[config.mk]
export PLATFORM = sky130hd
export DESIGN_NAME = pinrt_top
export DESIGN_NICKNAME = d
export VERILOG_FILES = /design/src/rtl/pinrt_pkg.sv /design/src/rtl/pinrt_top.sv
export SDC_FILE = /design/constraint.sdc
export NUM_CORES = 1
export LEC_CHECK = 0
export BUFFER_PORTS_ARGS = -buffer_cell sky130_fd_sc_hd__buf_4
export CAP_MARGIN = 20
export CORE_MARGIN = 2
export CORE_UTILIZATION = 45
export DETAILED_ROUTE_END_ITERATION = 8
export GPL_TIMING_DRIVEN = 0
export PLACE_DENSITY = 0.7
export SYNTH_ARGS = -nofsm -noshare
export SYNTH_HDL_FRONTEND = slang
export SYNTH_SLANG_ARGS = --single-unit
[constraint.sdc]
create_clock -name clk -period 8.1 [get_ports clk]
set_input_delay 0.81 -clock clk [delete_from_list [all_inputs] [get_ports clk]]
set_output_delay 0.81 -clock clk [all_outputs]
set_load 0.005 [all_outputs]
[src/rtl/pinrt_pkg.sv]
/*
 Package for the peripheral pin routing block: register offsets, field
 positions, reset values, source codes and the bus carrier struct.
 Assumes a single 10 MHz clock and a plain strobe register port.
*/
package pinrt_pkg;
	localparam int ADDR_W = 16;
	localparam int N_IN   = 13;
	localparam int N_PIN  = 18;
	localparam int N_SRC  = 10;

	// Input route register offsets
	localparam logic [ADDR_W-1:0] IN_OFS [N_IN] = '{
		16'h1E00, 16'h1E90, 16'h1E91, 16'h1E92, 16'h1E9C, 16'h1EA1, 16'h1EA2,
		16'h1EC3, 16'h1EC5, 16'h1EC6, 16'h1EC7, 16'h1ECB, 16'h1ECC};
	// Input route defaults {port,pin}
	localparam logic [4:0] IN_RST [N_IN] = '{
		5'h02, 5'h02, 5'h05, 5'h04, 5'h05, 5'h15, 5'h13,
		5'h12, 5'h10, 5'h11, 5'h13, 5'h15, 5'h14};
	// Pin output source offsets and pin index (port*8+bit)
	localparam logic [ADDR_W-1:0] PIN_OFS [N_PIN] = '{
		16'h1F10, 16'h1F11, 16'h1F12, 16'h1F14, 16'h1F15, 16'h1F1C, 16'h1F1D,
		16'h1F1E, 16'h1F1F, 16'h1F20, 16'h1F21, 16'h1F22, 16'h1F23, 16'h1F24,
		16'h1F25, 16'h1F26, 16'h1F27, 16'h1F28};
	localparam logic [4:0] PIN_IDX [N_PIN] = '{
		5'h00, 5'h01, 5'h02, 5'h04, 5'h05, 5'h0C, 5'h0D, 5'h0E, 5'h0F,
		5'h10, 5'h11, 5'h12, 5'h13, 5'h14, 5'h15, 5'h16, 5'h17, 5'h17};
	localparam logic [ADDR_W-1:0] LOCK_OFS = 16'h1E8F;

	// Field positions
	localparam int PORT_LSB = 3;
	localparam int PORT_MSB = 4;
	localparam int PIN_MSB  = 2;
	localparam int SRC_MSB  = 5;
	localparam int LOCK_BIT = 0;

	localparam logic [5:0] SRC_RST  = 6'h00;
	localparam logic [5:0] SRC_LAT  = 6'h00;
	localparam logic [1:0] PORT_MAX = 2'h2;
	localparam logic [7:0] KEY_ONE  = 8'h55;
	localparam logic [7:0] KEY_TWO  = 8'hAA;

	typedef struct packed {
		logic [ADDR_W-1:0] addr;
		logic [7:0]        wdata;
		logic              wr;
		logic              rd;
	} pinrt_req_t;

	typedef enum logic [1:0] {
		KEY_IDLE = 2'b00,
		KEY_HALF = 2'b01,
		KEY_OPEN = 2'b10
	} pinrt_key_t;
endpackage

[src/rtl/pinrt_top.sv]
/*
 Peripheral pin routing: input route registers, per-pin output source
 registers and the lock register with its key sequence.
 Assumes synchronous pins and a master that never waits.
*/
`timescale 1ns/10ps
module pinrt_top (
	input  wire logic                       clk,
	input  wire logic                       rst,
	input  wire logic                       por,
	input  wire logic                       one_shot_lock_option,
	input  wire pinrt_pkg::pinrt_req_t      req,
	output logic [7:0]                      rdata,
	input  wire logic [23:0]                pin_in,
	input  wire logic [23:0]                port_latch_bit,
	input  wire logic [pinrt_pkg::N_SRC-1:1] periph_out,
	output logic [pinrt_pkg::N_IN-1:0]      periph_in,
	output logic [pinrt_pkg::N_PIN-1:0]     pin_out,
	output logic                            route_lock_flag
);
	import pinrt_pkg::*;

	logic [4:0]  in_route_ff [N_IN];
	logic [5:0]  src_ff [N_PIN];
	logic        lock_ff;
	pinrt_key_t  key_ff;
	logic        once_ff;
	logic        route_we;

	// Pin value from a port/pin pair; port D and above reads zero
	function automatic logic pick_pin(input logic [4:0] sel, input logic [23:0] v);
		logic r;
		r = 1'b0;
		if (sel[PORT_MSB:PORT_LSB] <= PORT_MAX)
			r = v[sel];
		return r;
	endfunction

	// Routing writes open only while unlocked
	assign route_we = req.wr && !lock_ff;

	// Input route registers
	always_ff @(posedge clk) begin
		for (int i = 0; i < N_IN; i++) begin
			if (rst && por)
				in_route_ff[i] <= IN_RST[i];
			else if (!rst && route_we && req.addr == IN_OFS[i])
				in_route_ff[i] <= req.wdata[PORT_MSB:0];
		end
	end

	// Pin output source registers
	always_ff @(posedge clk) begin
		for (int i = 0; i < N_PIN; i++) begin
			if (rst && por)
				src_ff[i] <= SRC_RST;
			else if (!rst && route_we && req.addr == PIN_OFS[i])
				src_ff[i] <= req.wdata[SRC_MSB:0];
		end
	end

	// Key sequence tracker; any other access restarts it, but a repeated first key keeps it half open
	always_ff @(posedge clk) begin
		if (rst)
			key_ff <= KEY_IDLE;
		else if (req.wr && req.addr == LOCK_OFS) begin
			unique case (key_ff)
				KEY_IDLE: key_ff <= (req.wdata == KEY_ONE) ? KEY_HALF : KEY_IDLE;
				KEY_HALF: key_ff <= (req.wdata == KEY_TWO) ? KEY_OPEN :
					((req.wdata == KEY_ONE) ? KEY_HALF : KEY_IDLE);
				KEY_OPEN: key_ff <= KEY_IDLE;
				default:  key_ff <= KEY_IDLE;
			endcase
		end else if (req.wr || req.rd)
			key_ff <= KEY_IDLE;
	end

	// Lock flag and one-shot memory
	always_ff @(posedge clk) begin
		if (rst) begin
			lock_ff <= 1'b0;
			once_ff <= 1'b0;
		end else if (req.wr && req.addr == LOCK_OFS && key_ff == KEY_OPEN) begin
			if (req.wdata[LOCK_BIT]) begin
				lock_ff <= 1'b1;
				once_ff <= 1'b1;
			end else if (!(one_shot_lock_option && once_ff))
				lock_ff <= 1'b0;
		end
	end

	// Register readback, one cycle later
	always_ff @(posedge clk) begin
		if (rst)
			rdata <= 8'h00;
		else begin
			rdata <= 8'h00;
			if (req.rd) begin
				for (int i = 0; i < N_IN; i++)
					if (req.addr == IN_OFS[i])
						rdata <= {3'h0, in_route_ff[i]};
				for (int i = 0; i < N_PIN; i++)
					if (req.addr == PIN_OFS[i])
						rdata <= {2'h0, src_ff[i]};
				if (req.addr == LOCK_OFS)
					rdata <= {7'h00, lock_ff};
			end
		end
	end

	// Input routing muxes
	always_comb begin
		for (int i = 0; i < N_IN; i++)
			periph_in[i] = pick_pin(in_route_ff[i], pin_in);
	end

	// Output routing muxes, unknown codes fall back to the latch
	always_ff @(posedge clk) begin
		for (int i = 0; i < N_PIN; i++) begin
			if (src_ff[i] != SRC_LAT && src_ff[i] < 6'(N_SRC))
				pin_out[i] <= periph_out[src_ff[i][3:0]];
			else
				pin_out[i] <= port_latch_bit[PIN_IDX[i]];
		end
	end

	assign route_lock_flag = lock_ff;

	// Checks
	locked_write_a: assert property (@(posedge clk) disable iff (rst)
		lock_ff && req.wr && req.addr == IN_OFS[0] |=> $stable(in_route_ff[0]))
		else $error("routing changed while locked");
	open_write_a: assert property (@(posedge clk) disable iff (rst)
		!lock_ff && req.wr && req.addr == PIN_OFS[0] |=> src_ff[0] == $past(req.wdata[5:0]))
		else $error("unlocked write lost");
	por_src_a: assert property (@(posedge clk) rst && por |=> src_ff[3] == SRC_RST)
		else $error("source not cleared");
	por_in_a: assert property (@(posedge clk) rst && por |=> in_route_ff[5] == IN_RST[5])
		else $error("input default wrong");
	warm_keep_a: assert property (@(posedge clk) rst && !por |=> $stable(src_ff[1]))
		else $error("warm reset changed source");
	lock_clear_a: assert property (@(posedge clk) rst |=> !lock_ff)
		else $error("lock survived reset");
	no_key_a: assert property (@(posedge clk) disable iff (rst)
		key_ff != KEY_OPEN |=> lock_ff == $past(lock_ff))
		else $error("lock moved without key");
	one_shot_a: assert property (@(posedge clk) disable iff (rst)
		one_shot_lock_option && once_ff && lock_ff |=> lock_ff)
		else $error("one-shot lock cleared");
	mux_in_a: assert property (@(posedge clk) disable iff (rst)
		in_route_ff[1][4:3] <= PORT_MAX |-> periph_in[1] == pin_in[in_route_ff[1]])
		else $error("input mux wrong");
	cov_lock_c: cover property (@(posedge clk) $rose(lock_ff));
	cov_unlock_c: cover property (@(posedge clk) $fell(lock_ff) && !rst);
	cov_blocked_c: cover property (@(posedge clk) lock_ff && req.wr && req.addr == PIN_OFS[2]);
endmodule
==> impl_results.rst, run 1 <==
.. list-table::
   :header-rows: 1

   * - Metric
     - Value
   * - Worst Setup End Kind
     - register
   * - Final-layout setup total negative slack
     - 0 ns
   * - Worst R2R Path Depth
     - 8
   * - Max-slew violation count
     - 0
   * - First-pass GRT wire length
     - about 77 mm
   * - Most used cell along the critical path
     - sky130_fd_sc_hd__a21oi_1
   * - Drt pass-1 iters
     - 6
   * - Row Count
     - 64
   * - Via count
     - ~13,000
   * - Highest clock frequency the design can meet
     - 217 MHz
   * - Clock transition time at the flip-flop clock pins of the worst setup and hold paths
     - 0.06 ns
   * - Dominant synthesized flop cell
     - sky130_fd_sc_hd__edfxtp_1
   * - Number of antenna violations at the first check in global routing
     - 3
   * - Number of cells produced by synthesis
     - between 1,000 and 1,500
   * - Min-Delay Path Class
     - reg2reg
   * - Cell area after placement
     - between 15,000 and 20,000 um2
   * - CTS hold repair buffers
     - 0
   * - Leakage power of the design
     - approximately 5.3 nW
   * - Clock latency on the worst-skew pair
     - around 0.5 ns
   * - Overall power of the completed layout
     - approximately 0.0028 W
   * - DR DRC count
     - 0
   * - Number of enable flip-flop cells after synthesis
     - about 170
   * - Area growth syn-to-layout
     - 15.5%
   * - Post-synthesis instance area
     - around 14,000 um2
   * - Share of the clock period used by the worst path
     - approximately 57%
   * - Outcome
     - complete, no violations
   * - Top library cells by usage in the layout, fill and taps aside
     - sky130_fd_sc_hd__edfxtp_1, sky130_fd_sc_hd__nor2_1, sky130_fd_sc_hd__clkbuf_1
   * - Sum of net half-perimeters after detailed placement
     - between 30 and 40 mm
   * - CTS H-tree lvls
     - 1
   * - Per-cell routed wire length
     - around 28 um
   * - Count of nets left with antenna violations after detail routing
     - 0
   * - Total I/O pin count
     - ~130
   * - Setup crit end
     - rdata[4]
   * - Transition time at the pin with the least slew margin
     - ~1.2 ns
   * - R2r setup slk
     - approximately 5 ns
   * - Most common library cell in the layout ignoring fill and taps
     - sky130_fd_sc_hd__edfxtp_1
   * - Critical path's slowest cell
     - sky130_fd_sc_hd__nor3_1
   * - Final hold vios
     - 0
   * - Critical register-to-register path endpoint
     - rdata[4]
   * - Total clock sinks
     - around 200
   * - # nets final
     - 1,516
   * - Final setup violation count
     - 0
   * - Max capacitance violation total
     - 0
   * - FFs w/ async S/R, synth
     - 0%
   * - Number of setup buffers added after CTS
     - 0
   * - Critical Path Start Type
     - input port
   * - Worst IR drop on VDD
     - between 0.1 and 0.15 mV
   * - Mean cell area of the mapped netlist
     - around 11 um2
   * - Setup ws final
     - about 3.5 ns
   * - Netlist cell types
     - ~80
   * - Max stage delay on crit path
     - ~1.0 ns
   * - Worst setup slack before clock tree synthesis
     - 3.18 ns
   * - Fraction of layout instances using a drive strength above 1
     - between 20% and 30%
   * - Placer Congestion
     - 1.03
   * - Final WL
     - ~52 mm
   * - Die height
     - 180 um
   * - Count of warnings emitted by yosys
     - 0
   * - Final non-filler cell area
     - ~16,000 um2
   * - CTS buffer count
     - 23
   * - Largest buffer count on any clock path
     - 3
   * - Area share of the largest cell type after synthesis
     - about 37%
   * - Root Buffer Master
     - sky130_fd_sc_hd__clkbuf_16
   * - Standard cell core area
     - 30,500 um2
   * - Worst setup path category
     - in2reg
   * - Pin count of the biggest net entering global routing
     - 14
   * - RSZ-0062 raised after global routing
     - no
   * - Min Hold Slack
     - 0.459 ns
   * - Final Critical Period
     - between 4 and 5 ns
   * - R2r startpoint
     - in_route_ff[0][9]
   * - Post-synthesis sequential element count
     - roughly 200
   * - Power density relative to cell area
     - 175 nW/um2
   * - Biggest area contributors in the synthesized netlist
     - sky130_fd_sc_hd__edfxtp_1, sky130_fd_sc_hd__mux4_2, sky130_fd_sc_hd__nor2_1
   * - Drt initial violations
     - ~2,200
   * - Worst EP required
     - approximately 8.5 ns
   * - Vias in the first global route
     - between 10,000 and 15,000
   * - Mean number of vias per cell
     - between 7 and 8
   * - Initial Utilization
     - between 40% and 50%
   * - Post-CTS Resized
     - 0
   * - Critical path data arrival time
     - approximately 5.0 ns
   * - CTS tree
     - built
   * - Worst clock skew on the final layout
     - roughly 0.015 ns
   * - Crit path from
     - req[11]
   * - Horizontal extent of the die
     - 180 um
   * - CP max FO
     - 10
   * - Seq/Total Area, Yosys
     - 41.3%
   * - Slew HR
     - 19.9%
   * - Overall overflow remaining after global route
     - 0
   * - Yosys top cell by area
     - sky130_fd_sc_hd__edfxtp_1
   * - IO Port Bufs
     - 109
   * - Aggregate global-route resource usage
     - a little under a third
   * - Chain of cells forming the critical path
     - buf_4, clkbuf_1, nor2_2, nand2_2, nor3_1, a22oi_1, nand2_1, a21oi_1, o311ai_0, o211ai_1, a21oi_1
   * - Die footprint
     - between 30,000 and 40,000 um2
==> synth_stat cells (16+ instances only) <==
master,count
sky130_fd_sc_hd__a211oi_1,21
sky130_fd_sc_hd__a21oi_1,65
sky130_fd_sc_hd__a22oi_1,16
sky130_fd_sc_hd__and2_1,27
sky130_fd_sc_hd__and3_1,32
sky130_fd_sc_hd__clkbuf_1,122
sky130_fd_sc_hd__dfxtp_1,28
sky130_fd_sc_hd__edfxtp_1,173
sky130_fd_sc_hd__mux2i_1,52
sky130_fd_sc_hd__mux4_2,109
sky130_fd_sc_hd__nand2_1,69
sky130_fd_sc_hd__nand3_1,18
sky130_fd_sc_hd__nand3b_1,19
sky130_fd_sc_hd__nor2_1,152
sky130_fd_sc_hd__nor3_1,35
sky130_fd_sc_hd__nor4_1,31
sky130_fd_sc_hd__nor4b_1,19
sky130_fd_sc_hd__o211ai_1,28
sky130_fd_sc_hd__o21a_1,19
sky130_fd_sc_hd__o21ai_0,61
==> metrics by stage <==
step / util (%) / std cells
2_1_floorplan: - / 1294
3_3_place_gp: 50.0 / 1799
3_5_place_dp: 50.0 / 1799
4_1_cts: 52.8 / 1840
5_1_grt: 52.8 / 1842
6_report: 52.8 / 1842
==> layer usage <==
metal / wire length [um] / global-route usage [%] / vias up / part of all wire (%)
li1: - / - / 5363 / -
met1: 19700 / 45.3 / 6380 / 38
met2: 22600 / 45.7 / 1180 / 43
met3: 7970 / 7.98 / 168 / 15
met4: 2010 / 10.7 / 0 / 3.9
met5: 0 / 0.148 / - / 0
==> worst min-delay path by stage <==
stage	cells after the start	startpoint	slack, ns	endpoint
3_5_place_dp	2	once_ff	0.45	once_ff
4_1_cts	2	once_ff	0.46	once_ff
3_3_place_gp	2	once_ff	0.44	once_ff
6_report	2	once_ff	0.46	once_ff
2_1_floorplan	2	once_ff	0.43	once_ff
5_1_grt	2	once_ff	0.48	once_ff
==> critical path, delay by kind of cell <==
kind	cells	cell delay, ns
simple gates	4	1.94
compound gates	5	1.91
buf+inv	2	0.36
==> power by group <==
| part | internal [W] | switching, W | leakage, nW |
|---|---|---|---|
| Combinational | 0.000196 | 0.000242 | 3.12 |
| Clock | 0.000719 | 0.000435 | 0.413 |
| Sequential | 0.00117 | 0.0000532 | 1.72 |
==> flip-flops by register name, indices dropped and copies added (netlist names) <==
name	flops
route_lock_flag	1
rdata	6
in_route_ff	65
src_ff	108
once_ff	1
key_ff	2
pin_out	18
==> cell families after synthesis <==
logic type / count (synthesis) / synth area share [%]
AOI/OAI and AO/OA: 289 / 13.8
other: 1 / 0.0269
buffers and inverters: 155 / 4.45
muxes: 174 / 22.4
and+or+nand+nor: 473 / 18.1
DFF: 201 / 41.3
==> area by class of cell <==
type / count / area (um2)
flip-flops and latches: 201 / 5760
fillers: 2713 / 14400
well taps: 396 / 495
clock inverters: 6 / 109
multi-input cells: 938 / 7570
repair buffers: 110 / 823
plain buffers: 150 / 602
clock buffers: 35 / 733
diodes: 1 / 2.50
inverters: 5 / 18.8
Power figures use the tool's default switching activity.
==> inputs of run 2 (changes only) <==
--- a/config.mk
+++ b/config.mk
@@ -11,7 +11,7 @@
 export CORE_UTILIZATION = 45
 export DETAILED_ROUTE_END_ITERATION = 8
 export GPL_TIMING_DRIVEN = 0
-export PLACE_DENSITY = 0.7
+export PLACE_DENSITY = 0.73
 export SYNTH_ARGS = -nofsm -noshare
 export SYNTH_HDL_FRONTEND = slang
 export SYNTH_SLANG_ARGS = --single-unit
==> constraint.sdc (replaced) <==
create_clock -name clk -period 4.1 [get_ports clk]
set_input_delay 0.41 -clock clk [delete_from_list [all_inputs] [get_ports clk]]
set_output_delay 0.41 -clock clk [all_outputs]
set_load 0.005 [all_outputs]
==> run 2 against run 1 <==
Critical path type unchanged. Total power up 94%. Largest power group unchanged. Sequential share of layout area increased by 0.097 points. Cell count about the same. The run now ends with setup timing left. Core utilization is 0.14 points lower. Non-clock buffer count shrank 1. Highest routed layer unchanged. Clock-buffer cell count down 8. Design area shrank 0.27%.
==> impl_results.rst, run 2 (synthesis gave the netlist of run 1 again) <==
.. list-table::
   :header-rows: 1

   * - Metric
     - Value
   * - Setup crit end
     - rdata[4]
   * - Leakage power of the design
     - approximately 5.2 nW
   * - Chain of cells forming the critical path
     - buf_4, clkbuf_1, nor2_2, nand2_2, nor3_1, a22oi_1, nand2_1, a21oi_1, o311ai_0, o211ai_1, a21oi_1
   * - Clock latency on the worst-skew pair
     - around 0.52 ns
   * - Worst IR drop on VDD
     - between 0.2 and 0.3 mV
   * - DR DRC count
     - 0
   * - Drt initial violations
     - around 2,000
   * - Register Area
     - ~5800 um2
   * - Placer Congestion
     - ~1.1
   * - Final Critical Period
     - roughly 4.2 ns
   * - Initial Utilization
     - between 40% and 50%
   * - Setup ws final
     - -0.0748 ns
   * - Final setup violation count
     - 1
   * - Area growth syn-to-layout
     - 15.2%
   * - Filler Cells Inserted
     - ~2,700
   * - Worst clock skew on the final layout
     - 0.00939 ns
   * - Worst R2R Path Depth
     - 8
   * - Final-layout setup total negative slack
     - -0.0748 ns
   * - Max stage delay on crit path
     - a little over 1 ns
   * - Share of the clock period used by the worst path
     - 102%
   * - Final hold vios
     - 0
   * - Number of setup buffers added after CTS
     - 0
   * - CTS hold repair buffers
     - 0
   * - CTS tree
     - built
   * - Row Count
     - between 60 and 70
   * - Count of nets left with antenna violations after detail routing
     - 0
   * - First-pass GRT wire length
     - roughly 76 mm
   * - Number of flip-flops under the largest register name
     - ~110
   * - Critical Path Start Type
     - input port
   * - Pin count of the biggest net entering global routing
     - 15
   * - Aggregate global-route resource usage
     - 30.8%
   * - Overall power of the completed layout
     - about 0.0055 W
   * - R2r startpoint
     - in_route_ff[0][9]
   * - End-of-flow core utilization
     - a little over half
   * - Worst setup path category
     - in2reg
   * - Delay-heaviest family, CP
     - compound AO/OA/AOI/OAI gates
   * - R2r setup slk
     - 1.06 ns
   * - CP max FO
     - 10
   * - Worst Setup End Kind
     - register
   * - Power density relative to cell area
     - around 340 nW/um2
   * - Post-CTS Resized
     - 0
   * - Via count
     - roughly 13,000
   * - Transition time at the pin with the least slew margin
     - 1.20 ns
   * - Most common library cell in the layout ignoring fill and taps
     - sky130_fd_sc_hd__edfxtp_1
   * - Crit path from
     - req[11]
   * - Worst setup slack before clock tree synthesis
     - -0.247 ns
   * - Max-slew violation count
     - 0
   * - Clock transition time at the flip-flop clock pins of the worst setup and hold paths
     - ~0.060 ns
   * - Overall overflow remaining after global route
     - 0
   * - Worst EP required
     - 4.51 ns
   * - Hold path startpoint
     - port_latch_bit[5]
   * - Per-cell routed wire length
     - around 28 um
   * - Fraction of layout instances using a drive strength above 1
     - 21.4%
   * - Critical path data arrival time
     - 4.59 ns
   * - Largest buffer count on any clock path
     - 3
   * - Final cell count without fillers
     - 1,841
   * - Standard cell core area
     - 30,500 um2
   * - Dpl cells
     - 1,799
   * - Vias in the first global route
     - approximately 12,000
   * - Root Buffer Master
     - sky130_fd_sc_hd__clkbuf_16
   * - CTS H-tree lvls
     - 1
   * - Slew HR
     - about a fifth
   * - Total clock sinks
     - 201
   * - RSZ-0062 raised after global routing
     - no
   * - Die height
     - between 150 and 200 um
   * - Multi-input gate area in the final layout
     - around 7600 um2
   * - Top flop regs
     - src_ff: 108 flops, in_route_ff: 65 flops, pin_out: 18 flops
   * - Mean number of vias per cell
     - 7.04
   * - Total I/O pin count
     - 127
   * - Largest Register
     - src_ff
   * - Most used cell along the critical path
     - sky130_fd_sc_hd__a21oi_1
   * - Horizontal extent of the die
     - about 180 um
   * - Min-Delay Path Class
     - in2reg
   * - Failing checks
     - setup timing
   * - Highest clock frequency the design can meet
     - approximately 240 MHz
   * - Number of antenna violations at the first check in global routing
     - 1
   * - Drt pass-1 iters
     - 8
   * - Max capacitance violation total
     - 0
   * - CTS buffer count
     - 23
   * - Sum of net half-perimeters after detailed placement
     - between 30 and 40 mm
   * - Critical path's slowest cell
     - sky130_fd_sc_hd__o311ai_0
   * - IO Port Bufs
     - 109
   * - Die footprint
     - roughly 32,000 um2
   * - Critical register-to-register path endpoint
     - rdata[4]
   * - CP Buf/Inv Count
     - 2
   * - # nets final
     - around 1,500
   * - Top library cells by usage in the layout, fill and taps aside
     - sky130_fd_sc_hd__edfxtp_1, sky130_fd_sc_hd__nor2_1, sky130_fd_sc_hd__clkbuf_1
   * - Number of cells on the critical path
     - 11
   * - Outcome
     - finished, violations left
   * - Final WL
     - between 50 and 60 mm
-- run 2: cell count changes in the layout (fill, tap and decap cells not counted), sizes merged --
cell,before,now
clkbuf,158,150
buf,137,136
clkinv,2,9
clkinvlp,1,2
-- run 2: cell type report --
class | count | share of cell area [%]
clock buffers | 27 | 4.00
repair buffers | 109 | 5.09
diodes | 1 | 0.0156
inverters | 5 | 0.117
flip-flops and latches | 201 | 35.8
clock inverters | 14 | 0.997
plain buffers | 150 | 3.75
well taps | 396 | 3.08
multi-input cells | 938 | 47.1
-- run 2: where the power goes --
part | internal (W) | leakage [nW] | total [W] | switching, W
clock network | 0.00132 | 0.393 | 0.00219 | 0.000873
registers | 0.00232 | 1.72 | 0.00242 | 0.000105
logic | 0.000386 | 3.12 | 0.000857 | 0.000470
-- run 2: metal layers --
| metal | up-vias | global-route usage [%] | share of wire [%] |
|---|---|---|---|
| li1 | 5369 | - | - |
| met2 | 1111 | 46.6 | 44 |
| met1 | 6320 | 42.1 | 36 |
| met4 | 0 | 10.4 | 4.1 |
| met3 | 168 | 9.74 | 15 |
| met5 | - | 0 | 0 |
-- run 2: worst min-delay path by stage --
stage	endpoint	slack [ns]	cells after the start
6_report	pin_out[4]	0.10	2
5_1_grt	pin_out[5]	0.1	2
4_1_cts	pin_out[4]	0.09	2
3_5_place_dp	once_ff	0.45	2
3_3_place_gp	once_ff	0.44	2
2_1_floorplan	once_ff	0.43	2
-- run 2: stage by stage --
stage / hold WS (ns) / instance area [um2]
finish: 0.103 / 16100
global route: 0.0994 / 16100
CTS: 0.0943 / 16100
detailed placement: 0.446 / 15300
global placement: 0.437 / 15300
floorplan: 0.426 / 13900
